[src/rtl/gdimd_pkg.sv]
// Shared constants and types of the gate drive input mode decoder
package gdimd_pkg;

  // ----------------------------------------------------------------
  // Bus geometry
  // ----------------------------------------------------------------
  localparam int AXI_ADDR_W = 8;
  localparam int AXI_DATA_W = 32;

  // ----------------------------------------------------------------
  // Register offsets (byte addresses)
  // ----------------------------------------------------------------
  localparam logic [7:0] CTRL_OFFSET = 8'h00;
  localparam logic [7:0] STATUS_OFFSET = 8'h04;
  localparam logic [7:0] INPUTS_OFFSET = 8'h08;

  // ----------------------------------------------------------------
  // Control register fields and reset values
  // ----------------------------------------------------------------
  localparam int CTRL_MODE_LSB = 0;
  localparam int CTRL_ASYNC_BIT = 3;
  localparam int CTRL_STOP_LSB = 4;
  localparam logic [2:0] CTRL_MODE_RESET = 3'h0;
  localparam logic CTRL_ASYNC_RESET = 1'h0;
  localparam logic [1:0] CTRL_STOP_RESET = 2'h0;

  // ----------------------------------------------------------------
  // Status and input register fields
  // ----------------------------------------------------------------
  localparam int STAT_UPPER_LSB = 0;
  localparam int STAT_LOWER_LSB = 3;
  localparam int STAT_BYPASS_LSB = 6;
  localparam int STAT_PERFET_LSB = 9;
  localparam int STAT_MON_UP_LSB = 12;
  localparam int STAT_MON_LO_LSB = 15;
  localparam int IN_UPPER_LSB = 0;
  localparam int IN_LOWER_LSB = 3;

  // ----------------------------------------------------------------
  // Bus responses
  // ----------------------------------------------------------------
  localparam logic [1:0] RESP_OKAY = 2'h0;
  localparam logic [1:0] RESP_SLVERR = 2'h2;

  // ----------------------------------------------------------------
  // Modes, stop selection, commutation keys, phase masks
  // ----------------------------------------------------------------
  typedef enum logic [2:0] {
    MODE_SIX_INPUT = 3'h0,
    MODE_THREE_INPUT = 3'h1,
    MODE_SINGLE_PULSE = 3'h2,
    MODE_HALF_BRIDGE = 3'h3,
    MODE_MIXED_C_FET = 3'h4,
    MODE_MIXED_A_FET = 3'h5,
    MODE_MIXED_BC_FET = 3'h6,
    MODE_INDEP_FET = 3'h7
  } gdimd_mode_e;

  typedef enum logic [1:0] {
    STOP_NONE = 2'h0,
    STOP_BRAKE = 2'h1,
    STOP_COAST = 2'h2
  } gdimd_stop_e;

  localparam logic [2:0] KEY_STOP = 3'h0;
  localparam logic [2:0] KEY_ALIGN = 3'h7;
  localparam logic [2:0] KEY_B_TO_C = 3'h6;
  localparam logic [2:0] KEY_A_TO_C = 3'h4;
  localparam logic [2:0] KEY_A_TO_B = 3'h5;
  localparam logic [2:0] KEY_C_TO_B = 3'h1;
  localparam logic [2:0] KEY_C_TO_A = 3'h3;
  localparam logic [2:0] KEY_B_TO_A = 3'h2;

  localparam logic [2:0] PH_NONE = 3'h0;
  localparam logic [2:0] PH_A = 3'h1;
  localparam logic [2:0] PH_B = 3'h2;
  localparam logic [2:0] PH_C = 3'h4;
  localparam logic [2:0] PH_ALL = 3'h7;

endpackage

[src/rtl/gdimd_commutate.sv]
// Six-step commutation table for the single-pulse mode
`timescale 1ns/100ps
module gdimd_commutate
(
  input wire logic pulse,
  input wire logic [2:0] state_bits,
  input wire logic direction,
  input wire logic async_rectify,
  output logic [2:0] upper,
  output logic [2:0] lower
);

  // ----------------------------------------------------------------
  // Table lookup
  // ----------------------------------------------------------------
  logic [2:0] key;
  logic [2:0] source;
  logic [2:0] sink;

  // inverted key reverses
  // Stop and align keep their own codes, or reversal would swap them
  assign key = (direction && (state_bits != gdimd_pkg::KEY_STOP) &&
                (state_bits != gdimd_pkg::KEY_ALIGN)) ? ~state_bits : state_bits;

  // Source and sink phases of each entry; stop leaves both empty
  always_comb
  begin
    source = gdimd_pkg::PH_NONE;
    sink = gdimd_pkg::PH_NONE;
    case (key)
      gdimd_pkg::KEY_ALIGN:
      begin
        source = gdimd_pkg::PH_A;
        sink = gdimd_pkg::PH_B | gdimd_pkg::PH_C;
      end
      gdimd_pkg::KEY_B_TO_C:
      begin
        source = gdimd_pkg::PH_B;
        sink = gdimd_pkg::PH_C;
      end
      gdimd_pkg::KEY_A_TO_C:
      begin
        source = gdimd_pkg::PH_A;
        sink = gdimd_pkg::PH_C;
      end
      gdimd_pkg::KEY_A_TO_B:
      begin
        source = gdimd_pkg::PH_A;
        sink = gdimd_pkg::PH_B;
      end
      gdimd_pkg::KEY_C_TO_B:
      begin
        source = gdimd_pkg::PH_C;
        sink = gdimd_pkg::PH_B;
      end
      gdimd_pkg::KEY_C_TO_A:
      begin
        source = gdimd_pkg::PH_C;
        sink = gdimd_pkg::PH_A;
      end
      gdimd_pkg::KEY_B_TO_A:
      begin
        source = gdimd_pkg::PH_B;
        sink = gdimd_pkg::PH_A;
      end
      default:
      begin
        source = gdimd_pkg::PH_NONE;
        sink = gdimd_pkg::PH_NONE;
      end
    endcase
  end

  assign upper = source & {3{pulse}};
  assign lower = sink | (source & {3{~pulse & ~async_rectify}});

endmodule

[src/rtl/gdimd_decoder.sv]
// Gate drive input mode decoder with AXI4-Lite control registers
//
// Register access over AXI4-Lite and the register addresses are this design's own decisions.
`timescale 1ns/100ps
module gdimd_decoder
(
  input wire logic clock,
  input wire logic srst,
  input wire logic clock_enable,
  input wire logic phase_a_upper_input,
  input wire logic phase_a_lower_input,
  input wire logic phase_b_upper_input,
  input wire logic phase_b_lower_input,
  input wire logic phase_c_upper_input,
  input wire logic phase_c_lower_input,
  output logic [2:0] upper_gate_output,
  output logic [2:0] lower_gate_output,
  output logic [2:0] dead_time_bypass,
  output logic [2:0] per_fet_fault_handling,
  output logic [2:0] drain_source_overcurrent_monitor_upper,
  output logic [2:0] drain_source_overcurrent_monitor_lower,
  input wire logic [gdimd_pkg::AXI_ADDR_W-1:0] s_axi_awaddr,
  input wire logic s_axi_awvalid,
  output logic s_axi_awready,
  input wire logic [gdimd_pkg::AXI_DATA_W-1:0] s_axi_wdata,
  input wire logic [3:0] s_axi_wstrb,
  input wire logic s_axi_wvalid,
  output logic s_axi_wready,
  output logic [1:0] s_axi_bresp,
  output logic s_axi_bvalid,
  input wire logic s_axi_bready,
  input wire logic [gdimd_pkg::AXI_ADDR_W-1:0] s_axi_araddr,
  input wire logic s_axi_arvalid,
  output logic s_axi_arready,
  output logic [gdimd_pkg::AXI_DATA_W-1:0] s_axi_rdata,
  output logic [1:0] s_axi_rresp,
  output logic s_axi_rvalid,
  input wire logic s_axi_rready
);

  // ----------------------------------------------------------------
  // State of the whole block
  // ----------------------------------------------------------------
  typedef struct packed {
    logic awready;
    logic aw_held;
    logic [gdimd_pkg::AXI_ADDR_W-1:0] aw_addr;
    logic wready;
    logic w_held;
    logic [gdimd_pkg::AXI_DATA_W-1:0] w_data;
    logic [3:0] w_strb;
    logic bvalid;
    logic [1:0] bresp;
    logic arready;
    logic rvalid;
    logic [gdimd_pkg::AXI_DATA_W-1:0] rdata;
    logic [1:0] rresp;
    gdimd_pkg::gdimd_mode_e mode;
    logic async_rectify;
    logic [1:0] stop_select;
    logic [2:0] upper;
    logic [2:0] lower;
    logic [2:0] bypass;
    logic [2:0] per_fet;
    logic [2:0] mon_upper;
    logic [2:0] mon_lower;
  } gdimd_state_s;

  gdimd_state_s s;
  gdimd_state_s next_s;

  // ----------------------------------------------------------------
  // Helper functions
  // ----------------------------------------------------------------

  // Word-aligned address match; the two low address bits are ignored
  function automatic logic addr_is(
    input logic [gdimd_pkg::AXI_ADDR_W-1:0] addr,
    input logic [7:0] offset
  );
    addr_is = (addr[7:2] == offset[7:2]);
  endfunction

  // Phases that run as independent FETs in a given mode
  function automatic logic [2:0] fet_phases(input gdimd_pkg::gdimd_mode_e mode);
    case (mode)
      gdimd_pkg::MODE_MIXED_C_FET: fet_phases = gdimd_pkg::PH_C;
      gdimd_pkg::MODE_MIXED_A_FET: fet_phases = gdimd_pkg::PH_A;
      gdimd_pkg::MODE_MIXED_BC_FET: fet_phases = gdimd_pkg::PH_B | gdimd_pkg::PH_C;
      gdimd_pkg::MODE_INDEP_FET: fet_phases = gdimd_pkg::PH_ALL;
      default: fet_phases = gdimd_pkg::PH_NONE;
    endcase
  endfunction

  // Status word of the decoder's own outputs
  function automatic logic [gdimd_pkg::AXI_DATA_W-1:0] status_word(input gdimd_state_s st);
    logic [gdimd_pkg::AXI_DATA_W-1:0] w;
    w = '0;
    w[gdimd_pkg::STAT_UPPER_LSB +: 3] = st.upper;
    w[gdimd_pkg::STAT_LOWER_LSB +: 3] = st.lower;
    w[gdimd_pkg::STAT_BYPASS_LSB +: 3] = st.bypass;
    w[gdimd_pkg::STAT_PERFET_LSB +: 3] = st.per_fet;
    w[gdimd_pkg::STAT_MON_UP_LSB +: 3] = st.mon_upper;
    w[gdimd_pkg::STAT_MON_LO_LSB +: 3] = st.mon_lower;
    status_word = w;
  endfunction

  // ----------------------------------------------------------------
  // Input grouping and the commutation table
  // ----------------------------------------------------------------
  logic [2:0] upper_in;
  logic [2:0] lower_in;
  logic [2:0] table_upper;
  logic [2:0] table_lower;

  // Index 0 is phase A, 1 phase B, 2 phase C
  assign upper_in = {phase_c_upper_input, phase_b_upper_input, phase_a_upper_input};
  assign lower_in = {phase_c_lower_input, phase_b_lower_input, phase_a_lower_input};

  // phase A upper is the pulse
  // Hall order A lower, B upper, B lower
  gdimd_commutate u_commutate
  (
    .pulse(phase_a_upper_input),
    .state_bits({phase_a_lower_input, phase_b_upper_input, phase_b_lower_input}),
    .direction(phase_c_upper_input),
    .async_rectify(s.async_rectify),
    .upper(table_upper),
    .lower(table_lower)
  );

  // ----------------------------------------------------------------
  // Next-state logic
  // ----------------------------------------------------------------
  logic [2:0] fet;
  logic [2:0] gate_up;
  logic [2:0] gate_lo;
  logic [gdimd_pkg::AXI_DATA_W-1:0] read_word;
  logic read_hit;
  logic write_hit;

  // Gate decode, register writes and bus handshakes in one pass
  always_comb
  begin
    next_s = s;
    fet = fet_phases(s.mode);
    gate_up = 3'h0;
    gate_lo = 3'h0;
    read_word = '0;
    read_hit = 1'b0;
    write_hit = 1'b0;

    case (s.mode)
      gdimd_pkg::MODE_SIX_INPUT:
      begin
        // Both inputs high is treated as high impedance, never shoot-through
        gate_up = upper_in & ~lower_in;
        gate_lo = lower_in & ~upper_in;
      end
      gdimd_pkg::MODE_SINGLE_PULSE:
      begin
        // pin held high when braking is unused
        if (!phase_c_lower_input)
        begin
          gate_up = 3'h0;
          gate_lo = gdimd_pkg::PH_ALL;
        end
        else if (s.stop_select == gdimd_pkg::STOP_BRAKE)
        begin
          gate_up = 3'h0;
          gate_lo = gdimd_pkg::PH_ALL;
        end
        else if (s.stop_select == gdimd_pkg::STOP_COAST)
        begin
          gate_up = 3'h0;
          gate_lo = 3'h0;
        end
        else
        begin
          gate_up = table_upper;
          gate_lo = table_lower;
        end
      end
      default:
      begin
        // Three-input, half-bridge, mixed and independent modes
        for (int i = 0; i < 3; i++)
        begin
          if (fet[i])
          begin
            gate_up[i] = upper_in[i];
            gate_lo[i] = lower_in[i];
          end
          else
          begin
            gate_up[i] = lower_in[i] & upper_in[i];
            gate_lo[i] = lower_in[i] & ~upper_in[i];
          end
        end
      end
    endcase

    // gates, bypass and fault scope update together
    next_s.upper = gate_up;
    next_s.lower = gate_lo;
    next_s.bypass = fet;
    // per-FET fault handling on independent phases
    next_s.per_fet = fet;
    // both monitors active on independent phases
    next_s.mon_upper = fet | gate_up;
    next_s.mon_lower = fet | gate_lo;

    // Write address and data are captured independently, in either order
    if (s_axi_awvalid && s.awready)
    begin
      next_s.aw_held = 1'b1;
      next_s.aw_addr = s_axi_awaddr;
    end
    if (s_axi_wvalid && s.wready)
    begin
      next_s.w_held = 1'b1;
      next_s.w_data = s_axi_wdata;
      next_s.w_strb = s_axi_wstrb;
    end

    // Commit once both halves are in and the previous response is gone
    if (s.aw_held && s.w_held && !s.bvalid)
    begin
      next_s.aw_held = 1'b0;
      next_s.w_held = 1'b0;
      next_s.bvalid = 1'b1;
      next_s.bresp = gdimd_pkg::RESP_OKAY;
      if (addr_is(s.aw_addr, gdimd_pkg::CTRL_OFFSET))
      begin
        write_hit = 1'b1;
        // All control fields sit in byte lane 0
        if (s.w_strb[0])
        begin
          next_s.mode = gdimd_pkg::gdimd_mode_e'(s.w_data[gdimd_pkg::CTRL_MODE_LSB +: 3]);
          next_s.async_rectify = s.w_data[gdimd_pkg::CTRL_ASYNC_BIT];
          next_s.stop_select = s.w_data[gdimd_pkg::CTRL_STOP_LSB +: 2];
        end
      end
      else if (addr_is(s.aw_addr, gdimd_pkg::STATUS_OFFSET) ||
               addr_is(s.aw_addr, gdimd_pkg::INPUTS_OFFSET))
      begin
        // Read-only words accept and drop the write
        write_hit = 1'b1;
      end
      if (!write_hit)
      begin
        next_s.bresp = gdimd_pkg::RESP_SLVERR;
      end
    end

    // Write response leaves on its handshake
    if (s.bvalid && s_axi_bready)
    begin
      next_s.bvalid = 1'b0;
    end

    // One write in flight: channels reopen only when no response waits
    next_s.awready = !next_s.aw_held && !next_s.bvalid;
    next_s.wready = !next_s.w_held && !next_s.bvalid;

    // Read mux; reserved bits read as zero
    if (addr_is(s_axi_araddr, gdimd_pkg::CTRL_OFFSET))
    begin
      read_hit = 1'b1;
      read_word[gdimd_pkg::CTRL_MODE_LSB +: 3] = s.mode;
      read_word[gdimd_pkg::CTRL_ASYNC_BIT] = s.async_rectify;
      read_word[gdimd_pkg::CTRL_STOP_LSB +: 2] = s.stop_select;
    end
    else if (addr_is(s_axi_araddr, gdimd_pkg::STATUS_OFFSET))
    begin
      read_hit = 1'b1;
      read_word = status_word(s);
    end
    else if (addr_is(s_axi_araddr, gdimd_pkg::INPUTS_OFFSET))
    begin
      read_hit = 1'b1;
      read_word[gdimd_pkg::IN_UPPER_LSB +: 3] = upper_in;
      read_word[gdimd_pkg::IN_LOWER_LSB +: 3] = lower_in;
    end

    // Read address accepted only while no read data waits
    if (s_axi_arvalid && s.arready)
    begin
      next_s.rvalid = 1'b1;
      next_s.rdata = read_word;
      next_s.rresp = read_hit ? gdimd_pkg::RESP_OKAY : gdimd_pkg::RESP_SLVERR;
    end
    else if (s.rvalid && s_axi_rready)
    begin
      next_s.rvalid = 1'b0;
    end
    next_s.arready = !next_s.rvalid;
  end

  // ----------------------------------------------------------------
  // State register
  // ----------------------------------------------------------------

  // Reset forces safe all-off gates; clock enable low freezes everything
  always_ff @(posedge clock)
  begin
    if (srst)
    begin
      s <= '0;
      s.mode <= gdimd_pkg::gdimd_mode_e'(gdimd_pkg::CTRL_MODE_RESET);
      s.async_rectify <= gdimd_pkg::CTRL_ASYNC_RESET;
      s.stop_select <= gdimd_pkg::CTRL_STOP_RESET;
    end
    else if (clock_enable)
    begin
      s <= next_s;
    end
  end

  // ----------------------------------------------------------------
  // Outputs, all straight from the state register
  // ----------------------------------------------------------------
  assign upper_gate_output = s.upper;
  assign lower_gate_output = s.lower;
  assign dead_time_bypass = s.bypass;
  assign per_fet_fault_handling = s.per_fet;
  assign drain_source_overcurrent_monitor_upper = s.mon_upper;
  assign drain_source_overcurrent_monitor_lower = s.mon_lower;
  assign s_axi_awready = s.awready;
  assign s_axi_wready = s.wready;
  assign s_axi_bresp = s.bresp;
  assign s_axi_bvalid = s.bvalid;
  assign s_axi_arready = s.arready;
  assign s_axi_rdata = s.rdata;
  assign s_axi_rresp = s.rresp;
  assign s_axi_rvalid = s.rvalid;

endmodule

[config.mk]
export PLATFORM = sky130hd
export DESIGN_NAME = gdimd_decoder
export DESIGN_NICKNAME = d
export VERILOG_FILES = /design/src/rtl/gdimd_pkg.sv /design/src/rtl/gdimd_commutate.sv /design/src/rtl/gdimd_decoder.sv
export SDC_FILE = /design/constraint.sdc
export NUM_CORES = 1
export LEC_CHECK = 0
export ABC_AREA = 1
export BUFFER_PORTS_ARGS = -buffer_cell sky130_fd_sc_hd__buf_2
export CORE_AREA = 2 2 93 86
export CTS_BUF_LIST = sky130_fd_sc_hd__clkbuf_16
export DETAILED_ROUTE_END_ITERATION = 16
export DIE_AREA = 0 0 95 88
export PLACE_DENSITY_LB_ADDON = 0.05
export SYNTH_ARGS = -nofsm -noshare
export SYNTH_HDL_FRONTEND = slang
export SYNTH_HIERARCHICAL = 1
export SYNTH_SLANG_ARGS = --single-unit
[constraint.sdc]
create_clock -name clock -period 1.2 [get_ports clock]
set_input_delay 0.06 -clock clock [delete_from_list [all_inputs] [get_ports clock]]
set_output_delay 0.06 -clock clock [all_outputs]
set_load 0.01 [all_outputs]
-- Yosys cells after proc, flatten, opt, wreduce, memory -nomap -nowiden
Index checks and enable logic that the tools add are counted.
Widths: inputs -> output; s select.
- equality and inequality tests: 19
- mux-type cells: 39
- bitwise gates (word level): 21
- reductions and logical operators: 32
- operators with widths (cell ; count):
    $mux 37 ; 1
    $mux 26 ; 1
    $eq 3x3->1 const B ; 8
    $mux 3 ; 8
    $pmux 3 s4 ; 2
    $mux 6 ; 3
    $mux 1 ; 17
    $and 3x3->3 ; 4
    $eq 6x1->1 const B ; 2
    $eq 6x2->1 const B ; 2
    $logic_not 6->1 ; 2
    $mux 12 ; 1
    $pmux 3 s2 ; 2
    $logic_and 1x1->1 ; 11
    $reduce_or 2->1 ; 5
    $eq 3x2->1 const B ; 3
    $mux 9 ; 1
    $not 3->3 ; 3
    $or 3x3->3 ; 3
    $pmux 3 s3 ; 1
    $reduce_and 2->1 ; 4
    $and 1x1->1 ; 7
    $logic_not 1->1 ; 5
    $mux 2 ; 2
    10 further kinds ; 13
- register bits after elaboration: 108
- input bits: 66
- word-level logic and storage cells: 132

-- Logic depth before layout (Yosys ltp)
- depth after elaboration: 14
- depth in mapped cells: 13
- gate-level depth less buffers: 13

-- Cells and area by module
Netlist, hierarchy kept.
- by module, submodules not included (module ; times used ; cells an instance ; area an instance (um^2) ; seq. area each (um^2)):
    gdimd_decoder ; 1 ; 431 ; 2987.9 ; 1161.1
    gdimd_commutate ; 1 ; 34 ; 170.2 ; 0.0

-- Least setup slack after synthesis
No wires, ideal clock.
- path type: register to register
- from: register s, in the netlist s_axi_bvalid
- to: register, netlist name s[20]
- setup time: 0.115 ns
- arrival time: 1.028 ns
- data required time: 1.085 ns
- path slack: 0.057 ns
- cell stages (with the launch flop): 8
- buffers on the path: 1
- period minus slack after synthesis: 1.143 ns
- cell sequence: dfxtp_1 inv_1 nand3_1 nor2_2 buf_2 nand3_1 nand2_1 nor2_1
- cells in the longest elaborated chain, start to end: 3
- ends and longest elaborated chain (element ; line ; source):
    start: declaration ; gdimd_decoder.sv:69 ; gdimd_state_s s;
    start signal: assignment ; gdimd_decoder.sv:316 ; s <= next_s;
    $logic_not 1->1 ; gdimd_decoder.sv:227 ; if (s.aw_held && s.w_held && !s.bvalid)
    $logic_and 1x1->1 ; gdimd_decoder.sv:227 ;
    $reduce_and 4->1 (no line) ; - ;
No other way between the ends.
A chain may end at the register's enable or synchronous reset.

-- Worst setup path in the final report
- from: register s[23] (netlist name)
- to: register s, in the netlist drain_source_overcurrent_monitor_lower[1]
- cells in the longest elaborated chain, start to end: 5
- elaborated cells between the ends (all ways): 10
- classes of those cells: 5 x eq/ne; 3 x mux; 1 x bitwise; 1 x reduce/logical
- ends and longest elaborated chain (element ; line ; source):
    $eq 3x3->1 ; gdimd_decoder.sv:86 ; case (mode)
    $pmux 3 s4 ; gdimd_decoder.sv:86 ;
    $mux 1 ; gdimd_decoder.sv:189 ; if (fet[i])
    $pmux 3 s2 ; gdimd_decoder.sv:153 ; case (s.mode)
    $or 3x3->3 * ; gdimd_decoder.sv:211 ; next_s.mon_lower = fet | gate_lo;
Mark *: on every way between the ends. The rest lies on a longest branch, timed or not.

==> impl_metrics.yaml <==
critical_path:
  cp.required_ns: 1.40
  crit_buf_inv: 1
  cp_data_arrival_time_ns: 1.33
  crit_path_top_delay_cell: "dfxtp_4"
  crit_chain: "buf_6 > nand2_2 > a21oi_2 > o211ai_1 > a21oi_1"
  start_kind: "flip-flop"
  worstSetupEndpointType: "flip-flop"
  crit_family: "compound AO/OA/AOI/OAI gates"
  cp_slowest_stage_delay_ns: 0.35
  cp_max_fo: 6
  criticalPathCategory: "reg2reg"
logic_synthesis:
  synth.cell_area_mm2: 0.00316
  yosysUniqueCellTypes: 24
  ys_warn_count: 6
  ys_seq_area_frac: 0.368
  ys_ff_latch: 58
  synth_area_per_cell_um2: 6.79
  syn_inst: 465
final_layout:
  postLayoutCellArea_mm2: 0.00393
  area_delta_synth_final_pct: 24.4
  drive_above_1_share: 0.320
  antenna_cells: 0
  finalNetCount: 599
die:
  fp.coreArea_mm2: 0.00739
  start_util: 0.427
  row_count: 30
  dieArea_mm2: 0.00836
  ios: 125
  die_w_um: 95
  fp.dieH_um: 88
global_routing:
  grt_antenna_before_repair: 0
  grt_pass1_vias: 2555
  grt-ovfl-total: 0
  grt_max_degree: 23
  grt_pass1_wl_um: 11600
  grt_usage: 0.183
placement:
  dp_slack_ns: -0.169
  dp_hpwl_um: 5550
  port_buffers: 75
  placed_area_mm2: 0.00351
  gp_congestion: 0.832
clock_network:
  clockRootBuffer: "clkbuf_16"
  clk_latency_ns: 0.32
  cts_tree: "built"
  clkTransAtPathRegs_ns: 0.05
  cts_sinks: 58
  htree_levels: 3
  numCtsBuffers: 9
  clock_path_buffers: 2
sta:
  finalCritPeriodShare: 0.935
  clock.fmax_mhz: 891
  slew_violations: 0
  setup_viol: 0
  fin_ws_ns: 0.0774
  fin_setup_tns_ns: 0
  fin_skew_ns: 0.00486
  rsz0062_at_grt: "true"
  hold_viol: 0
  fin_crit_ns: 1.12
power:
  finalPower_mw: 4.93
  leakage_nw: 1.87
  ir_worst_vdd_mv: 0.785
  power.density_mw_per_mm2: 1250
drt:
  drc: 0
  viasPerCell: 4.69
  ant_nets: 0
  firstDrtPassIters: 4
  vias: 2970
  detail_route.wirelength_um: 7530
  wire_per_inst_um: 11.9
  first_iter_violations: 109
status:
  outcome: "finished clean"
run:
  max_cap_violations: 0
hold_path:
  hold_class: "in2reg"
-- repair_timing --
| item | CTS | global route |
|---|---|---|
| cloned | 1 | 1 |
| gates resized for setup | 1 | 49 |
| setup endpoints to repair | 12 | 34 |
| setup buffers | 0 | 1 |
| pin swaps | 1 | 11 |
| hold buffers | 0 | 0 |
-- flip-flops by register name, indices dropped and copies added (netlist names) --
register,cells
s_axi_awready,1
s_axi_rdata,15
s_axi_arready,1
drain_source_overcurrent_monitor_upper,3
s_axi_rvalid,1
s,21
s_axi_rresp,1
s_axi_bvalid,1
s_axi_bresp,1
drain_source_overcurrent_monitor_lower,3
lower_gate_output,3
per_fet_fault_handling,3
upper_gate_output,3
s_axi_wready,1
-- power by group --
part | switching [mW] | internal (mW) | leakage (nW) | total (mW)
registers | 0.0315 | 1.98 | 0.474 | 2.01
clock network | 0.840 | 1.56 | 0.139 | 2.40
logic | 0.317 | 0.207 | 1.26 | 0.524
total | 1.19 | 3.74 | 1.87 | 4.93
-- routing by layer --
metal  GRT usage  wire [µm]  up-vias
met5           0          0        -
met4      0.0646        102        0
met1       0.229       3480     1320
li1            -          -     1555
met3      0.0611        442       13
met2       0.295       3510       82
-- cell type report --
| cell class | count | area [µm²] |
|---|---|---|
| timing repair buffer | 111 | 689 |
| inverter | 53 | 201 |
| tap | 96 | 120 |
| multi-input combinational | 300 | 1470 |
| clock inverter | 6 | 50.0 |
| sequential | 58 | 1170 |
| clock buffer | 9 | 225 |
| fill | 792 | 3470 |
-- tightest hold or removal path: cells and delay by family --
family                 cells  cell delay [ns]
AOI/OAI and AO/OA          2             0.17
buffers and inverters      1             0.07
-- synth_stat cells --
cell type	count	share of area
a21oi_1	58	0.092
a221oi_1	1	0.0028
a22oi_1	2	0.0048
buf_2	6	0.0095
buf_4	55	0.13
buf_6	1	0.0036
clkbuf_1	8	0.0095
clkinv_1	1	0.0012
conb_1	1	0.0012
dfxtp_1	58	0.37
inv_1	49	0.058
inv_2	3	0.0036
nand2_1	109	0.13
nand2_2	3	0.0059
nand3_1	26	0.041
nand3_2	1	0.0032
nand4_1	9	0.018
nor2_1	37	0.044
nor2_2	2	0.0040
nor2_4	3	0.011
nor3_1	1	0.0016
o211ai_1	6	0.014
o21ai_0	24	0.038
o21ai_4	1	0.0052
-- cell families after synthesis --
kind of cell | after synthesis | synth area share
other cells | 1 | 0.00119
flops | 58 | 0.368
simple gates | 191 | 0.258
buf+inv | 123 | 0.216
compound gates | 92 | 0.157
-- cells in the final DEF (no fill, tap or decap), types with 2 or more instances in the layout --
master	n
conb_1	16
nor2_1	28
nand4_1	9
buf_12	2
inv_2	6
nor2_4	6
nand3_1	26
o21ai_0	23
a21oi_2	6
nor2_2	9
dfxtp_2	5
inv_1	46
dfxtp_1	51
clkbuf_16	9
a22oi_1	2
o211ai_1	6
buf_6	5
dfxtp_4	2
clkinv_1	4
buf_4	29
nand2_1	99
buf_2	75
nand2_2	12
a21oi_1	52
-- through the flow --
| step | utilization | std cells | hold slack [ns] |
|---|---|---|---|
| 2_1_floorplan | - | 480 | 0.251 |
| 3_3_place_gp | 0.474 | 615 | 0.335 |
| 3_5_place_dp | 0.474 | 615 | 0.344 |
| 4_1_cts | 0.512 | 631 | 0.00447 |
| 5_1_grt | 0.531 | 633 | 0.0320 |
| 6_report | 0.531 | 633 | 0.0117 |
-- path summary, 6_finish.rpt --
kind / from / endpoint / slack [ns] / cells past startpoint
worst max-delay path: s[23]$_SDFFE_PP0P_ / drain_source_overcurrent_monitor_lower[1]$_SDFFE_PP0P_ / 0.08 / 5
worst min-delay path: s_axi_wstrb[0] / s[63]$_SDFFE_PP0P_ / 0.01 / 3
worst max register to register: s[23]$_SDFFE_PP0P_ / drain_source_overcurrent_monitor_lower[1]$_SDFFE_PP0P_ / 0.08 / 5
worst min register to register: s[106]$_SDFFE_PP0P_ / s[106]$_SDFFE_PP0P_ / 0.44 / 2
No activity file was read; power rests on OpenSTA's default activity.
